### src/e1tx_pkg.sv
package e1tx_pkg;

	// Register indices; the byte address on the bus is four times the index
	localparam logic [7:0] IDX_SOFT_RESET = 8'h04;
	localparam logic [7:0] IDX_WINDOW_SELECT = 8'h0e;
	localparam logic [7:0] IDX_WINDOW_DATA = 8'h0f;
	localparam logic [7:0] IDX_BACKPLANE = 8'h10;
	localparam logic [7:0] IDX_JITTER_CFG = 8'h21;
	localparam logic [7:0] IDX_TX_PATH = 8'h22;
	localparam logic [7:0] IDX_TX_DRIVER = 8'h23;
	localparam logic [7:0] IDX_TX_SCALE = 8'h24;
	localparam logic [7:0] IDX_JITTER_IND = 8'h38;

	// Field positions
	localparam int BIT_RX_MUX = 3;
	localparam int BIT_TX_MUX = 0;
	localparam int BIT_PEAK_HOLD = 5;
	localparam int BIT_WIDEN = 4;
	localparam int BIT_ATTEN_EN = 3;
	localparam int BIT_DEPTH_LO = 1;
	localparam int BIT_BANDWIDTH = 0;
	localparam int BIT_TX_OFF = 4;
	localparam int BIT_LINE_CODE = 0;
	localparam int BIT_DRV_MON = 5;
	localparam int BIT_DRV_HIZ = 4;

	// Values after reset
	localparam logic [3:0] RST_WINDOW_SELECT = 4'h0;
	localparam logic [1:0] RST_DEPTH = 2'h0;
	localparam logic RST_DRV_HIZ = 1'b1;
	localparam logic [3:0] RST_TEMPLATE = 4'h0;
	localparam logic [5:0] RST_SCALE = 6'h21;
	localparam logic [6:0] RST_INDICATOR = 7'h00;

	// Template codes; the top two bits set means arbitrary waveform
	localparam logic [1:0] TEMPLATE_ARB_TOP = 2'h3;
	localparam logic [5:0] SCALE_STANDARD = 6'h21;

	// Attenuator FIFO depths in bits and their guard margins
	localparam logic [1:0] DEPTH_CODE_128 = 2'h0;
	localparam logic [1:0] DEPTH_CODE_64 = 2'h1;
	localparam logic [7:0] DEPTH_128 = 8'h80;
	localparam logic [7:0] DEPTH_64 = 8'h40;
	localparam logic [7:0] DEPTH_32 = 8'h20;
	localparam logic [7:0] MARGIN_128 = 8'h04;
	localparam logic [7:0] MARGIN_64 = 8'h03;
	localparam logic [7:0] MARGIN_32 = 8'h02;

	// Bus access state
	typedef enum logic [1:0] {
		E1TX_IDLE = 2'b00,
		E1TX_WAIT = 2'b01,
		E1TX_DONE = 2'b10
	} e1tx_bus_state_t;

endpackage

### src/e1tx_config_regs.sv
// Register access over APB is this design's own decision.
`timescale 1ns/1ps
// What this block does
// - The 4-bit select picks one of sixteen counter bytes for the data register.
// - Select codes map to CRC, frame, alignment, out-of-frame, pattern, violation, far-end counts.
// - Data register is read-only, resets to zero, shows the selected byte.
// - Receive mux bit: 0 non-multiplexed, 1 multiplexed; resets to 0.
// - Transmit mux bit: 0 non-multiplexed, 1 multiplexed; resets to 0.
// - With peak hold off, the indicator tracks the live pointer gap.
// - With peak hold on, the indicator keeps the largest gap seen.
// - Limit bit widens bandwidth near FIFO edges; normal bandwidth when 0.
// - Attenuator runs only when enabled, bypassed otherwise; resets disabled.
// - Depth code 00 gives 128, 01 gives 64, else 32 bits.
// - Bandwidth bit: 0 selects 6.77 Hz corner, 1 selects 0.87 Hz.
// - Power-off bit powers down transmit path and tristates the driver.
// - Line code bit: 0 HDB3 encoder, 1 AMI encoder.
// - Driver failure monitor runs only when its bit is 1; resets 0.
// - Driver tristate bit, reset 1, floats only the driver.
// - Template code 0000, 0001 fixed shapes, 11xx arbitrary, others reserved.
// - Amplitude scale acts only for arbitrary waveform; 100001 is standard.
// - Any write to the reset register restores all registers to defaults.
module e1tx_config_regs
	import e1tx_pkg::*;
#(
	parameter int ADDR_W = 10
)
(
	input wire logic pclk,
	input wire logic presetn,
	input wire logic psel,
	input wire logic penable,
	input wire logic pwrite,
	input wire logic [ADDR_W-1:0] paddr,
	input wire logic [31:0] pwdata,
	output logic [31:0] prdata,
	output logic pready,
	output logic pslverr,
	input wire logic [15:0] crc_error_count,
	input wire logic [15:0] frame_error_count,
	input wire logic [7:0] alignment_change_count,
	input wire logic [7:0] out_of_frame_count,
	input wire logic [15:0] pattern_detector_count,
	input wire logic [15:0] code_violation_count,
	input wire logic [15:0] tx_crc_error_count,
	input wire logic [15:0] far_block_error_count,
	input wire logic [15:0] tx_far_block_error_count,
	input wire logic [6:0] tx_fifo_pointer_gap,
	output logic rx_backplane_muxed,
	output logic tx_backplane_muxed,
	output logic atten_enable,
	output logic [1:0] atten_depth,
	output logic atten_bandwidth,
	output logic atten_widen_near_limit,
	output logic jitter_peak_hold_sel,
	output logic atten_widened,
	output logic tx_path_power_down,
	output logic tx_line_code_sel,
	output logic driver_monitor_enable,
	output logic driver_tristate,
	output logic line_driver_hiz,
	output logic [3:0] pulse_template_sel,
	output logic template_arbitrary,
	output logic [5:0] amplitude_scale,
	output logic [5:0] amplitude_scale_applied
);

	logic [7:0] idx;
	logic aligned;
	logic hit;
	logic wr_go;
	logic sw_reset;
	logic [31:0] rd_word;
	logic [3:0] window_select_q;
	logic [7:0] window_value;
	logic rx_mux_q;
	logic tx_mux_q;
	logic peak_hold_q;
	logic widen_q;
	logic atten_en_q;
	logic [1:0] depth_q;
	logic bandwidth_q;
	logic tx_off_q;
	logic line_code_q;
	logic drv_mon_q;
	logic drv_hiz_q;
	logic [3:0] template_q;
	logic [5:0] scale_q;
	logic [6:0] gap_indicator;
	logic hiz_out_q;
	logic arb_q;
	logic [5:0] scale_applied_q;
	logic [31:0] prdata_q;
	logic pready_q;
	logic pslverr_q;

	// Decode of the mapped indices, shared by write strobe and error flag
	function automatic logic is_mapped(input logic [7:0] i);
		is_mapped = (i == IDX_SOFT_RESET) || (i == IDX_WINDOW_SELECT)
			|| (i == IDX_WINDOW_DATA) || (i == IDX_BACKPLANE)
			|| (i == IDX_JITTER_CFG) || (i == IDX_TX_PATH)
			|| (i == IDX_TX_DRIVER) || (i == IDX_TX_SCALE)
			|| (i == IDX_JITTER_IND);
	endfunction

	// Word index from the byte address; high address bits must be zero
	always_comb
	begin
		idx = 8'h00;
		idx[ADDR_W-3:0] = paddr[ADDR_W-1:2];
	end
	assign aligned = (paddr[1:0] == 2'b00);
	assign hit = aligned && is_mapped(idx);

	// Writes land on the edge that completes the access phase
	assign wr_go = psel && penable && pready_q && pwrite && hit;
	// any value written here restores defaults
	assign sw_reset = wr_go && (idx == IDX_SOFT_RESET);

	// Answer one cycle into the access phase, always from flops; unmapped gets an error
	always_ff @(posedge pclk or negedge presetn)
	begin
		if (!presetn)
		begin
			pready_q <= 1'b0;
			pslverr_q <= 1'b0;
			prdata_q <= 32'h0000_0000;
		end
		else
		begin
			pready_q <= psel && penable && !pready_q;
			pslverr_q <= psel && penable && !pready_q && !hit;
			if (psel && penable && !pready_q && !pwrite)
				prdata_q <= rd_word;
		end
	end

	// read mux, reserved and unused bits are zero
	always_comb
	begin
		rd_word = 32'h0000_0000;
		unique case (idx)
			IDX_WINDOW_SELECT:
				rd_word[3:0] = window_select_q;
			IDX_WINDOW_DATA:
				rd_word[7:0] = window_value;
			IDX_BACKPLANE:
			begin
				rd_word[BIT_RX_MUX] = rx_mux_q;
				rd_word[BIT_TX_MUX] = tx_mux_q;
			end
			IDX_JITTER_CFG:
			begin
				rd_word[BIT_PEAK_HOLD] = peak_hold_q;
				rd_word[BIT_WIDEN] = widen_q;
				rd_word[BIT_ATTEN_EN] = atten_en_q;
				rd_word[BIT_DEPTH_LO +: 2] = depth_q;
				rd_word[BIT_BANDWIDTH] = bandwidth_q;
			end
			IDX_TX_PATH:
			begin
				rd_word[BIT_TX_OFF] = tx_off_q;
				rd_word[BIT_LINE_CODE] = line_code_q;
			end
			IDX_TX_DRIVER:
			begin
				rd_word[BIT_DRV_MON] = drv_mon_q;
				rd_word[BIT_DRV_HIZ] = drv_hiz_q;
				rd_word[3:0] = template_q;
			end
			IDX_TX_SCALE:
				rd_word[5:0] = scale_q;
			IDX_JITTER_IND:
				rd_word[6:0] = gap_indicator;
			default:
				rd_word = 32'h0000_0000;
		endcase
		if (!aligned)
			rd_word = 32'h0000_0000;
	end

	always_ff @(posedge pclk or negedge presetn)
	begin
		if (!presetn)
			window_select_q <= RST_WINDOW_SELECT;
		else if (sw_reset)
			window_select_q <= RST_WINDOW_SELECT;
		else if (wr_go && idx == IDX_WINDOW_SELECT)
			window_select_q <= pwdata[3:0];
	end

	always_ff @(posedge pclk or negedge presetn)
	begin
		if (!presetn)
		begin
			rx_mux_q <= 1'b0;
			tx_mux_q <= 1'b0;
		end
		else if (sw_reset)
		begin
			rx_mux_q <= 1'b0;
			tx_mux_q <= 1'b0;
		end
		else if (wr_go && idx == IDX_BACKPLANE)
		begin
			rx_mux_q <= pwdata[BIT_RX_MUX];
			tx_mux_q <= pwdata[BIT_TX_MUX];
		end
	end

	always_ff @(posedge pclk or negedge presetn)
	begin
		if (!presetn)
		begin
			peak_hold_q <= 1'b0;
			widen_q <= 1'b0;
			atten_en_q <= 1'b0;
			depth_q <= RST_DEPTH;
			bandwidth_q <= 1'b0;
		end
		else if (sw_reset)
		begin
			peak_hold_q <= 1'b0;
			widen_q <= 1'b0;
			atten_en_q <= 1'b0;
			depth_q <= RST_DEPTH;
			bandwidth_q <= 1'b0;
		end
		else if (wr_go && idx == IDX_JITTER_CFG)
		begin
			peak_hold_q <= pwdata[BIT_PEAK_HOLD];
			widen_q <= pwdata[BIT_WIDEN];
			atten_en_q <= pwdata[BIT_ATTEN_EN];
			depth_q <= pwdata[BIT_DEPTH_LO +: 2];
			bandwidth_q <= pwdata[BIT_BANDWIDTH];
		end
	end

	// transmit path power and line code
	always_ff @(posedge pclk or negedge presetn)
	begin
		if (!presetn)
		begin
			tx_off_q <= 1'b0;
			line_code_q <= 1'b0;
		end
		else if (sw_reset)
		begin
			tx_off_q <= 1'b0;
			line_code_q <= 1'b0;
		end
		else if (wr_go && idx == IDX_TX_PATH)
		begin
			tx_off_q <= pwdata[BIT_TX_OFF];
			line_code_q <= pwdata[BIT_LINE_CODE];
		end
	end

	always_ff @(posedge pclk or negedge presetn)
	begin
		if (!presetn)
		begin
			drv_mon_q <= 1'b0;
			drv_hiz_q <= RST_DRV_HIZ;
			template_q <= RST_TEMPLATE;
		end
		else if (sw_reset)
		begin
			drv_mon_q <= 1'b0;
			drv_hiz_q <= RST_DRV_HIZ;
			template_q <= RST_TEMPLATE;
		end
		else if (wr_go && idx == IDX_TX_DRIVER)
		begin
			drv_mon_q <= pwdata[BIT_DRV_MON];
			drv_hiz_q <= pwdata[BIT_DRV_HIZ];
			template_q <= pwdata[3:0];
		end
	end

	always_ff @(posedge pclk or negedge presetn)
	begin
		if (!presetn)
			scale_q <= RST_SCALE;
		else if (sw_reset)
			scale_q <= RST_SCALE;
		else if (wr_go && idx == IDX_TX_SCALE)
			scale_q <= pwdata[5:0];
	end

	// driver floats when powered off or tristated by software
	// scaling reaches the DAC only for the arbitrary template
	always_ff @(posedge pclk or negedge presetn)
	begin
		if (!presetn)
		begin
			hiz_out_q <= 1'b1;
			arb_q <= 1'b0;
			scale_applied_q <= SCALE_STANDARD;
		end
		else
		begin
			hiz_out_q <= tx_off_q || drv_hiz_q;
			arb_q <= (template_q[3:2] == TEMPLATE_ARB_TOP);
			scale_applied_q <= (template_q[3:2] == TEMPLATE_ARB_TOP) ? scale_q : SCALE_STANDARD;
		end
	end

	// byte refreshed every cycle, so the next read already sees it
	e1tx_window_mux u_window
	(
		.pclk(pclk),
		.presetn(presetn),
		.clear(sw_reset),
		.window_select(window_select_q),
		.crc_error_count(crc_error_count),
		.frame_error_count(frame_error_count),
		.alignment_change_count(alignment_change_count),
		.out_of_frame_count(out_of_frame_count),
		.pattern_detector_count(pattern_detector_count),
		.code_violation_count(code_violation_count),
		.tx_crc_error_count(tx_crc_error_count),
		.far_block_error_count(far_block_error_count),
		.tx_far_block_error_count(tx_far_block_error_count),
		.window_value(window_value)
	);

	// Indicator keeps tracking even when bypassed, so software can size depth
	e1tx_jitter_track u_jitter
	(
		.pclk(pclk),
		.presetn(presetn),
		.clear(sw_reset),
		.atten_enable(atten_en_q),
		.peak_hold(peak_hold_q),
		.widen_allowed(widen_q),
		.depth(depth_q),
		.pointer_gap(tx_fifo_pointer_gap),
		.pointer_gap_indicator(gap_indicator),
		.widened(atten_widened)
	);

	// Outputs, each from a flop
	assign prdata = prdata_q;
	assign pready = pready_q;
	assign pslverr = pslverr_q;
	assign rx_backplane_muxed = rx_mux_q;
	assign tx_backplane_muxed = tx_mux_q;
	assign atten_enable = atten_en_q;
	assign atten_depth = depth_q;
	assign atten_bandwidth = bandwidth_q;
	assign atten_widen_near_limit = widen_q;
	assign jitter_peak_hold_sel = peak_hold_q;
	assign tx_path_power_down = tx_off_q;
	assign tx_line_code_sel = line_code_q;
	assign driver_monitor_enable = drv_mon_q;
	assign driver_tristate = drv_hiz_q;
	assign line_driver_hiz = hiz_out_q;
	assign pulse_template_sel = template_q;
	assign template_arbitrary = arb_q;
	assign amplitude_scale = scale_q;
	assign amplitude_scale_applied = scale_applied_q;

endmodule

### src/e1tx_window_mux.sv
`timescale 1ns/1ps
// Picks one performance monitor byte; mapping 0 of a pair is the low byte
module e1tx_window_mux
	import e1tx_pkg::*;
(
	input wire logic pclk,
	input wire logic presetn,
	input wire logic clear,
	input wire logic [3:0] window_select,
	input wire logic [15:0] crc_error_count,
	input wire logic [15:0] frame_error_count,
	input wire logic [7:0] alignment_change_count,
	input wire logic [7:0] out_of_frame_count,
	input wire logic [15:0] pattern_detector_count,
	input wire logic [15:0] code_violation_count,
	input wire logic [15:0] tx_crc_error_count,
	input wire logic [15:0] far_block_error_count,
	input wire logic [15:0] tx_far_block_error_count,
	output logic [7:0] window_value
);

	logic [7:0] pick;

	always_comb
	begin
		unique case (window_select)
			4'h0: pick = crc_error_count[7:0];
			4'h1: pick = crc_error_count[15:8];
			4'h2: pick = frame_error_count[7:0];
			4'h3: pick = frame_error_count[15:8];
			4'h4: pick = alignment_change_count;
			4'h5: pick = out_of_frame_count;
			4'h6: pick = pattern_detector_count[7:0];
			4'h7: pick = pattern_detector_count[15:8];
			4'h8: pick = code_violation_count[7:0];
			4'h9: pick = code_violation_count[15:8];
			4'ha: pick = tx_crc_error_count[7:0];
			4'hb: pick = tx_crc_error_count[15:8];
			4'hc: pick = far_block_error_count[7:0];
			4'hd: pick = far_block_error_count[15:8];
			4'he: pick = tx_far_block_error_count[7:0];
			4'hf: pick = tx_far_block_error_count[15:8];
		endcase
	end

	// data byte follows the select, zero after reset
	always_ff @(posedge pclk or negedge presetn)
	begin
		if (!presetn)
			window_value <= 8'h00;
		else if (clear)
			window_value <= 8'h00;
		else
			window_value <= pick;
	end

endmodule

### src/e1tx_jitter_track.sv
`timescale 1ns/1ps
// Pointer gap indicator and near-limit bandwidth widening
module e1tx_jitter_track
	import e1tx_pkg::*;
(
	input wire logic pclk,
	input wire logic presetn,
	input wire logic clear,
	input wire logic atten_enable,
	input wire logic peak_hold,
	input wire logic widen_allowed,
	input wire logic [1:0] depth,
	input wire logic [6:0] pointer_gap,
	output logic [6:0] pointer_gap_indicator,
	output logic widened
);

	logic [7:0] size;
	logic [7:0] margin;
	logic [7:0] gap_wide;
	logic near_edge;

	always_comb
	begin
		unique case (depth)
			DEPTH_CODE_128:
			begin
				size = DEPTH_128;
				margin = MARGIN_128;
			end
			DEPTH_CODE_64:
			begin
				size = DEPTH_64;
				margin = MARGIN_64;
			end
			default:
			begin
				size = DEPTH_32;
				margin = MARGIN_32;
			end
		endcase
	end

	assign gap_wide = {1'b0, pointer_gap};
	// Close to underflow or to overflow of the chosen depth
	assign near_edge = (gap_wide < margin) || (gap_wide > size - margin);

	// live gap, peak hold keeps the larger
	always_ff @(posedge pclk or negedge presetn)
	begin
		if (!presetn)
			pointer_gap_indicator <= RST_INDICATOR;
		else if (clear)
			pointer_gap_indicator <= RST_INDICATOR;
		else if (!peak_hold)
			pointer_gap_indicator <= pointer_gap;
		else if (pointer_gap > pointer_gap_indicator)
			pointer_gap_indicator <= pointer_gap;
	end

	// widen only inside the guard window
	always_ff @(posedge pclk or negedge presetn)
	begin
		if (!presetn)
			widened <= 1'b0;
		else if (clear)
			widened <= 1'b0;
		else
			widened <= atten_enable && widen_allowed && near_edge;
	end

endmodule

### config.mk
export PLATFORM = sky130hd
export DESIGN_NAME = e1tx_config_regs
export DESIGN_NICKNAME = d
export VERILOG_FILES = /design/src/e1tx_pkg.sv /design/src/e1tx_config_regs.sv /design/src/e1tx_window_mux.sv /design/src/e1tx_jitter_track.sv
export SDC_FILE = /design/constraint.sdc
export NUM_CORES = 1
export LEC_CHECK = 0
export BUFFER_PORTS_ARGS = -buffer_cell sky130_fd_sc_hd__buf_2
export CORE_MARGIN = 2
export CORE_UTILIZATION = 46
export CTS_CLUSTER_DIAMETER = 30
export DETAILED_ROUTE_END_ITERATION = 10
export PLACE_DENSITY = 0.83
export SYNTH_ARGS = -nofsm -noshare
export SYNTH_HDL_FRONTEND = slang
export SYNTH_SLANG_ARGS = --single-unit
### constraint.sdc
create_clock -name pclk -period 2.3 [get_ports pclk]
set_input_delay 0.115 -clock pclk [delete_from_list [all_inputs] [get_ports pclk]]
set_output_delay 0.115 -clock pclk [all_outputs]
set_load 0.02 [all_outputs]
==> results of run 1 <==
## worst max-delay path: cells and delay by family (launching register included)
family                     cells  cell delay [ps]
adders and majority gates      1              310
buffers and inverters          1               60
DFF                            1              370
and+or+nand+nor                1              150
AOI/OAI and AO/OA              4             1090
## power groups by stage
stage                     logic, W  registers, W  clock network (W)
after floorplan           0.000187       0.00111                  0
after global placement    0.000374       0.00111                  0
after detailed placement  0.000385       0.00111                  0
after CTS                 0.000387       0.00109           0.000913
after global routing      0.000427       0.00109           0.000968
final                     0.000392       0.00109           0.000902
## layout by cell type, fill, tap and decap left out, types with 17 or more instances in the layout
cell type / synthesis / layout
buf_2: 4 / 196
dfrtp_1: 54 / 53
nand2_1: 52 / 52
o21ai_0: 33 / 33
a21oi_1: 30 / 30
nor2_1: 27 / 27
conb_1: 1 / 26
mux2i_1: 24 / 24
buf_4: 24 / 22
a22o_1: 19 / 19
inv_1: 17 / 17
nand3_1: 17 / 17
## through the flow
step | total power [W] | cell area (um2) | utilization | cells | setup slack, ps
floorplan | 0.001301 | 4617 | - | 551 | 288.6
global placement | 0.001484 | 5627 | 0.5837 | 846 | 130.9
detailed placement | 0.001496 | 5627 | 0.5837 | 846 | 42.25
CTS | 0.002392 | 5821 | 0.6038 | 863 | 28.92
global route | 0.002489 | 5832 | 0.6050 | 863 | 92.13
finish | 0.002386 | 5832 | 0.6050 | 863 | 256.1
## registers in the layout (all words and copies together) (netlist names)
register,cells
atten_depth,2
driver_monitor_enable,1
line_driver_hiz,1
atten_bandwidth,1
pulse_template_sel,4
amplitude_scale_applied,6
jitter_peak_hold_sel,1
u_window.window_value,8
prdata,8
u_jitter.widened,1
tx_backplane_muxed,1
driver_tristate,1
u_jitter.pointer_gap_indicator,7
atten_widen_near_limit,1
tx_path_power_down,1
amplitude_scale,6
pslverr,1
window_select_q,4
pready,1
template_arbitrary,1
atten_enable,1
tx_line_code_sel,1
rx_backplane_muxed,1
## kinds of logic (layout without fill, tap and decap cells)
family,after synthesis,after routing
buffers and inverters,74,253
flip-flops,60,60
adder cells (fa/ha/maj),15,15
other,1,26
AO/OA/AOI/OAI,174,174
AND/OR/NAND/NOR,166,166
multiplexers,36,36
## per-layer routing
| metal | GRT usage | part of all wire | up-vias |
|---|---|---|---|
| li1 | - | - | 2320 |
| met1 | 0.3414 | 0.39 | 2292 |
| met2 | 0.4840 | 0.50 | 258 |
| met3 | 0.05763 | 0.079 | 41 |
| met4 | 0.1285 | 0.034 | 0 |
| met5 | 0 | 0 | - |
## how the worst max path moves through the flow
stage	endpoint	slack [ps]
after global placement	u_jitter.pointer_gap_indicator[0]	130
final	u_jitter.pointer_gap_indicator[3]	260
after floorplan	u_jitter.pointer_gap_indicator[0]	290
after global routing	u_jitter.pointer_gap_indicator[6]	90
after detailed placement	u_jitter.pointer_gap_indicator[3]	40
after CTS	u_jitter.pointer_gap_indicator[3]	30
## cell type report
type | count | area (um2) | area share
Tap cell | 133 | 166.4 | 0.02853
Multi-Input combinational cell | 417 | 2731 | 0.4684
Timing Repair Buffer | 220 | 1176 | 0.2017
Inverter | 17 | 63.81 | 0.01094
Clock buffer | 11 | 131.4 | 0.02253
Sequential cell | 60 | 1510 | 0.2590
Clock inverter | 5 | 52.55 | 0.009011
## timing repair
item	CTS	global route
resized for setup	0	1
endpoints found under the setup margin	0	7
endpoints found under the hold margin	55	0
hold buffers	1	0
==> impl_metrics.json, run 1 <==
{
  "synthAdderAreaFrac": 0.04149,
  "hp-start": "penable",
  "ys_async_sr_fraction": 1.000,
  "r2r_end": "u_jitter.pointer_gap_indicator[3]",
  "switching_share": 0.2689,
  "hold_path_class": "input port to flip-flop",
  "p_clk_frac": 0.378,
  "dominantRegCellSynth": "dfrtp_1",
  "syn_to_final_growth_pct": 28.93,
  "avgSynthCellArea_um2": 8.599,
  "die_y_um": 103.2,
  "cp_cell_sequence": "inv_1 -> ha_1 -> a21oi_1 -> a21oi_1 -> o41ai_4 -> nand3_1 -> o21ai_1",
  "port_buffers": 196,
  "routed_wl_mm": 15.34,
  "drtAntennaViolNets": 0,
  "reg2reg_from": "u_jitter.pointer_gap_indicator[2]",
  "ys_types": 63,
  "vdd_drop_max_mv": 0.2384,
  "die_x_um": 103.2,
  "drive_above_1_share": 0.3644,
  "cts-root-buf": "clkbuf_8",
  "p_sw_w": 0.0006416,
  "synthMuxAreaShare": 0.08797,
  "tightest_slew_ps": 801.6,
  "setup_viol": 0,
  "period_needed_ps": 2044,
  "clock-sinks": 60,
  "drv_slew": 0,
  "clock_latency_ps": 340,
  "clk_path_buf_depth": 2,
  "clk_pin_slew_worst_paths_ps": 70,
  "grt.overflow.total": 0,
  "drc_errors": 0,
  "whs_path_depth": 3,
  "hpwl_mm": 12.28,
  "synth_top_family_by_area": "compound AO/OA/AOI/OAI gates",
  "ys_top_cells_by_count": "dfrtp_1 (54), nand2_1 (52), o21ai_0 (33)",
  "worst-path-max-fanout": 14,
  "routabilityCongestion": 0.9931,
  "routedWlPerCell_um": 17.77,
  "rsz0062_at_grt": "false",
  "grt_start_max_net_pins": 53,
  "worst-setup-path-type": "flip-flop to flip-flop",
  "postCtsSetupBuffers": 0,
  "timing.final.crit_share": 0.8886,
  "worstPathRequired_ps": 2570,
  "reg2reg_depth": 7,
  "cp-end-kind": "flip-flop",
  "vias_per_cell": 5.691,
  "synth_warnings": 0,
  "slew_headroom": 0.4600,
  "ys_ff_latch": 60,
  "fmax_mhz": 489.3,
  "die_area_mm2": 0.01064,
  "nets": 922,
  "p_leak_nw": 2.799,
  "tns_ps": 0,
  "synth_xor_area_frac": 0,
  "drt_iter0_markers": 249,
  "ios": 247,
  "crit_arrival_ps": 2310,
  "syn_area_mm2": 0.004523,
  "firstDrtPassIters": 5,
  "cpMaxStageDelayCell": "o41ai_4",
  "power.density_mw_per_mm2": 409.2,
  "cap_violations": 0,
  "synth-compound-area-share": 0.2642,
  "num_vias": 4911,
  "grt_pass1_vias": 4706,
  "antenna_found_initial": 0,
  "cts_buffers": 9,
  "start_util": 0.4692,
  "holdPathEnd": "pready",
  "p_comb_frac": 0.164,
  "synth_edf_count": 0,
  "p_int_w": 0.001745,
  "synth-simple-area-share": 0.1845,
  "whs_ps": 26.06,
  "synthTopCellsByArea": "dfrtp_1 (30%), mux2i_1 (5.3%), nand2_1 (4.3%)",
  "synthesis.instances": 526,
  "yosysSeqAreaShare": 0.3336,
  "grt_pass1_wl_mm": 23.10,
  "diodes": 0,
  "track_usage": 0.2825,
  "ff2ff_setup_slack_ps": 260,
  "n_fill_cell": 919,
  "cts_tree": "built",
  "cp_slowest_stage_delay_ps": 690,
  "synthMostInstantiatedCell": "dfrtp_1",
  "skew_ps": 7.971,
  "core-area_mm2": 0.009639,
  "cp-start-kind": "flip-flop",
  "seq_power_share": 0.458,
  "synth.largest_area_cell": "dfrtp_1",
  "finalHoldViolations": 0,
  "status": "finished, final reports clean",
  "synth_top_cell_area_share": 0.2988,
  "crit_start": "u_jitter.pointer_gap_indicator[2]",
  "rows": 36,
  "cts.htree.levels": 3,
  "crit_top_cell": "a21oi_1"
}
Note: power is estimated with default switching activity, not from simulation.
==> run 2, diff against run 1 <==
--- a/config.mk
+++ b/config.mk
@@ -7,10 +7,10 @@
 export LEC_CHECK = 0
 export BUFFER_PORTS_ARGS = -buffer_cell sky130_fd_sc_hd__buf_2
 export CORE_MARGIN = 2
-export CORE_UTILIZATION = 46
+export CORE_UTILIZATION = 28
 export CTS_CLUSTER_DIAMETER = 30
 export DETAILED_ROUTE_END_ITERATION = 10
-export PLACE_DENSITY = 0.83
+export PLACE_DENSITY = 0.56
 export SYNTH_ARGS = -nofsm -noshare
 export SYNTH_HDL_FRONTEND = slang
 export SYNTH_SLANG_ARGS = --single-unit
==> impl_metrics.json, run 2 (synthesis results as in run 1) <==
{
  "tns_ps": 0,
  "p_sw_w": 0.0006970,
  "cts_buffers": 9,
  "cts.htree.levels": 3,
  "diodes": 0,
  "clk_path_buf_depth": 2,
  "hpwl_mm": 13.54,
  "core-area_mm2": 0.01583,
  "cp_slowest_stage_delay_ps": 610,
  "cpMaxStageDelayCell": "o41ai_4",
  "reg2reg_depth": 7,
  "power.density_mw_per_mm2": 457.1,
  "whs_path_depth": 3,
  "vdd_drop_max_mv": 0.3348,
  "ios": 247,
  "seq_power_share": 0.388,
  "n_fill_cell": 1652,
  "p_comb_frac": 0.140,
  "routed_wl_mm": 16.71,
  "rsz0062_at_grt": "false",
  "port_buffers": 196,
  "cp_cell_sequence": "inv_1 -> ha_1 -> a211oi_1 -> nor2_1 -> o41ai_4 -> nand3_1 -> o21ai_1",
  "grt.overflow.total": 0,
  "slew_headroom": 0.4349,
  "whs_ps": 41.49,
  "vias_per_cell": 5.030,
  "die_x_um": 131.1,
  "mostFrequentLayoutCell": "buf_2",
  "drtAntennaViolNets": 0,
  "grt_start_max_net_pins": 30,
  "drt_iter0_markers": 279,
  "routabilityCongestion": 0.9141,
  "hold_path_class": "input port to flip-flop",
  "drive_above_1_share": 0.3735,
  "finalHoldViolations": 0,
  "clk_pin_slew_worst_paths_ps": 50,
  "start_util": 0.2858,
  "grt_pass1_wl_mm": 25.32,
  "cts-root-buf": "clkbuf_16",
  "worst-path-max-fanout": 14,
  "p_leak_nw": 2.905,
  "cp-end-kind": "flip-flop",
  "track_usage": 0.1922,
  "drv_slew": 0,
  "cp-start-kind": "flip-flop",
  "worstPathRequired_ps": 2550,
  "clock_latency_ps": 330,
  "cap_violations": 0,
  "final_cell_mix": "buf_2 (196), dfrtp_1 (53), nand2_1 (52)",
  "grt_pass1_vias": 4673,
  "syn_to_final_growth_pct": 36.02,
  "die_y_um": 131.1,
  "clock-sinks": 60,
  "p_clk_frac": 0.472,
  "timing.final.crit_share": 0.8732,
  "setup_viol": 0,
  "skew_ps": 5.496,
  "worst-setup-path-type": "flip-flop to flip-flop",
  "crit_start": "u_jitter.pointer_gap_indicator[4]",
  "reg2reg_from": "u_jitter.pointer_gap_indicator[4]",
  "period_needed_ps": 2008,
  "firstDrtPassIters": 5,
  "die_area_mm2": 0.01719,
  "antenna_found_initial": 0,
  "routedWlPerCell_um": 17.49,
  "nets": 931,
  "hp-start": "penable",
  "num_vias": 4804,
  "status": "finished, final reports clean",
  "fmax_mhz": 497.9,
  "p_int_w": 0.002115,
  "crit_arrival_ps": 2260,
  "switching_share": 0.2479,
  "cts_tree": "built",
  "tightest_slew_ps": 838.8,
  "drc_errors": 0,
  "rows": 46
}
-- run 2: changes by cell type in the layout (fill, tap and decap cells not counted), sizes merged --
cell / delta
buf: +9
-- run 2: critical path: cells and delay by family, from the launching register on --
kind	cells	cell delay [ps]
compound gates	3	960
buf+inv	1	50
simple gates	2	270
flops	1	360
fa+ha+maj	1	290
-- run 2: per-stage QoR --
stage                     area, um2  total power, W  std cells    util  worst slack, ps
after detailed placement       5836        0.001501        938  0.3687            11.67
final                          6152        0.002812        955  0.3887            291.7
after CTS                      6152        0.002833        955  0.3887            293.3
after global placement         5836        0.001499        938  0.3687            40.14
after floorplan                4617        0.001301        551       -            288.6
after global routing           6152        0.002918        955  0.3887            34.80
-- run 2: layout make-up --
class / instances / area, um2 / area share
Clock buffer: 11 / 242.7 / 0.03945
Clock inverter: 5 / 52.55 / 0.008542
Inverter: 17 / 63.81 / 0.01037
Multi-Input combinational cell: 417 / 2731 / 0.4440
Sequential cell: 60 / 1510 / 0.2455
Tap cell: 216 / 270.3 / 0.04393
Timing Repair Buffer: 229 / 1281 / 0.2083
-- run 2: worst paths after layout --
check                      slack [ps]                           endpoint
setup / recovery                  290  u_jitter.pointer_gap_indicator[6]
hold / removal                     40                             pready
setup reg to reg                  290  u_jitter.pointer_gap_indicator[6]
hold reg to reg                   480                             pready
max in group asynchronous        1230         amplitude_scale_applied[5]
min in group asynchronous         380                 rx_backplane_muxed
-- run 2: power groups by stage --
stage | combinational, W | sequential, W | clock [W]
4_1_cts | 0.000396 | 0.00109 | 0.00135
5_1_grt | 0.000436 | 0.00109 | 0.00139
6_report | 0.000393 | 0.00109 | 0.00133
2_1_floorplan | 0.000187 | 0.00111 | 0
3_3_place_gp | 0.000389 | 0.00111 | 0
3_5_place_dp | 0.000391 | 0.00111 | 0
-- run 2: timing repair --
item,4_1_cts,5_1_grt
hold buffers,1,0
setup buffers,0,0
endpoints found under the hold margin,25,0
resized for setup,1,0
setup endpoints to repair,2,0
-- run 2: per-layer routing --
| layer | part of all wire | track usage | vias to the layer above |
|---|---|---|---|
| met4 | 0.013 | 0.04193 | 0 |
| met5 | 0 | 0 | - |
| li1 | - | - | 2344 |
| met3 | 0.074 | 0.03247 | 15 |
| met2 | 0.50 | 0.3490 | 230 |
| met1 | 0.41 | 0.2388 | 2215 |
==> run 3, diff against run 2 <==
--- a/config.mk
+++ b/config.mk
@@ -10,7 +10,8 @@
 export CORE_UTILIZATION = 28
 export CTS_CLUSTER_DIAMETER = 30
 export DETAILED_ROUTE_END_ITERATION = 10
-export PLACE_DENSITY = 0.56
+export PLACE_DENSITY = 0.54
 export SYNTH_ARGS = -nofsm -noshare
 export SYNTH_HDL_FRONTEND = slang
+export SYNTH_HIERARCHICAL = 1
 export SYNTH_SLANG_ARGS = --single-unit
==> impl_metrics.json, run 3 <==
{
  "clk_path_buf_depth": 2,
  "clock-sinks": 60,
  "grt_start_max_net_pins": 49,
  "n_fill_cell": 1796,
  "slew_headroom": 0.5502,
  "vias_per_cell": 5.232,
  "synth_edf_count": 0,
  "worst-path-max-fanout": 7,
  "avgSynthCellArea_um2": 9.211,
  "port_buffers": 196,
  "drive_above_1_share": 0.3817,
  "synthMostInstantiatedCell": "dfrtp_1",
  "diodes": 0,
  "rows": 48,
  "final_util": 0.3751,
  "synth_warnings": 6,
  "timing.final.crit_share": 0.8961,
  "cts.htree.levels": 3,
  "clk_pin_slew_worst_paths_ps": 50,
  "drt_iter0_markers": 239,
  "num_vias": 5070,
  "drc_errors": 0,
  "total_power_w": 0.002790,
  "start_util": 0.2870,
  "use_met3": 0.03741,
  "tns_ps": 0,
  "drtAntennaViolNets": 0,
  "power.density_mw_per_mm2": 430.1,
  "nets": 936,
  "syn_to_final_growth_pct": 30.67,
  "mostFrequentLayoutCell": "buf_2",
  "setup_viol": 0,
  "core-area_mm2": 0.01730,
  "tightest_slew_ps": 665.3,
  "grt_most_used_layer": "met2",
  "syn_area_mm2": 0.004965,
  "cap_violations": 0,
  "cp-end-kind": "flip-flop",
  "firstDrtPassIters": 4,
  "grt_pass1_vias": 4935,
  "fmax_mhz": 485.2,
  "dp.cells": 953,
  "routedWlPerCell_um": 18.12,
  "synth_top_cell_area_share": 0.2722,
  "ios": 247,
  "die_y_um": 137.2,
  "worst-setup-path-type": "flip-flop to flip-flop",
  "grt_pass1_wl_mm": 26.79,
  "dominantRegCellSynth": "dfrtp_1",
  "cts_buffers": 9,
  "die_x_um": 137.2,
  "track_usage": 0.1854,
  "skew_ps": 3.484,
  "routabilityCongestion": 0.8226,
  "grt.overflow.total": 0,
  "cts-resized-gates": 0,
  "synth.largest_area_cell": "dfrtp_1",
  "cp-start-kind": "flip-flop",
  "status": "finished, final reports clean",
  "crit_arrival_ps": 2270,
  "pre_cts_ws_ps": 182.9,
  "final_cell_mix": "buf_2 (196), dfrtp_1 (53), nand3_1 (34)",
  "synthesis.instances": 539,
  "grt.met1_usage": 0.2388,
  "antenna_found_initial": 0,
  "ys_top_cells_by_count": "dfrtp_1 (54), nand3_1 (34), nand2_1 (30)",
  "hpwl_mm": 14.18,
  "worstPathRequired_ps": 2510,
  "clock_latency_ps": 320,
  "cts_tree": "built",
  "p_leak_nw": 3.045,
  "drv_slew": 0,
  "finalHoldViolations": 0,
  "rsz0062_at_grt": "false",
  "fin_cells": 969,
  "synthTopCellsByArea": "dfrtp_1 (27%), buf_4 (4.4%), mux2i_1 (4.0%)",
  "gr-usage-met2": 0.3137,
  "hold_path_class": "input port to flip-flop",
  "routed_wl_mm": 17.56,
  "setup_slack_ps": 238.9,
  "ys_ff_latch": 60,
  "yosysSeqAreaShare": 0.3039,
  "period_needed_ps": 2061,
  "cts-root-buf": "clkbuf_16",
  "die_area_mm2": 0.01881,
  "vdd_drop_max_mv": 0.3059,
  "ys_async_sr_fraction": 1.000,
  "ys_types": 80
}
[run 3: per-stage QoR]
| step | area (um2) | hold WS (ps) |
|---|---|---|
| 6_report | 6487 | 52.82 |
| 5_1_grt | 6487 | 64.07 |
| 4_1_cts | 6487 | 41.07 |
| 3_5_place_dp | 6200 | 101.0 |
| 3_3_place_gp | 6200 | 102.8 |
| 2_1_floorplan | 5055 | -180.6 |
[run 3: kinds of logic (layout without fill, tap and decap cells)]
logic type,after synthesis,in the layout,synth area share
adders and majority gates,15,15,0.03730
and+or+nand+nor,197,197,0.2543
buffers and inverters,83,264,0.09526
other,2,26,0.001513
DFF,60,60,0.3039
AOI/OAI and AO/OA,147,147,0.2304
muxes,35,35,0.07737
[run 3: cell type report]
type	instances	area (um2)	share of cell area
Clock inverter	4	25.02	0.003857
Inverter	23	86.33	0.01331
Tap cell	225	281.5	0.04339
Timing Repair Buffer	226	1259	0.1940
Sequential cell	60	1510	0.2328
Multi-Input combinational cell	420	3073	0.4737
Clock buffer	11	252.7	0.03896
[run 3: timing repair]
item                      in CTS  in global routing
hold endpoints to repair      20                  0
hold buffers                   1                  0
buffers inserted               0                  0
[run 3: final timing paths]
path	startpoint	endpoint	slack, ps	cells past startpoint
max	u_jitter/pointer_gap_indicator[2]	u_jitter/pointer_gap_indicator[0]	240	7
min	pwdata[4]	driver_tristate	50	3
max reg2reg	u_jitter/pointer_gap_indicator[2]	u_jitter/pointer_gap_indicator[0]	240	7
min reg2reg	pready	pready	480	1
max in group asynchronous	presetn	line_driver_hiz	1390	3
min in group asynchronous	presetn	u_jitter/widened	280	2
[run 3: critical path, cell delays in order, from the launching register on]
cell	delay, ps
dfrtp_1	370
inv_1	90
ha_1	260
a21oi_2	160
a21oi_2	80
a2111oi_4	470
nor3_1	130
a311o_2	370
[run 3: routing by layer]
layer	vias up	wire, um
li1	2442	-
met1	2386	7506
met2	225	8534
met3	17	1256
met4	0	265
met5	-	0
[run 3: report_power, final]
part | internal [W] | switching [W]
sequential | 0.00108 | 0.0000147
clock | 0.000776 | 0.000453
combinational | 0.000208 | 0.000259
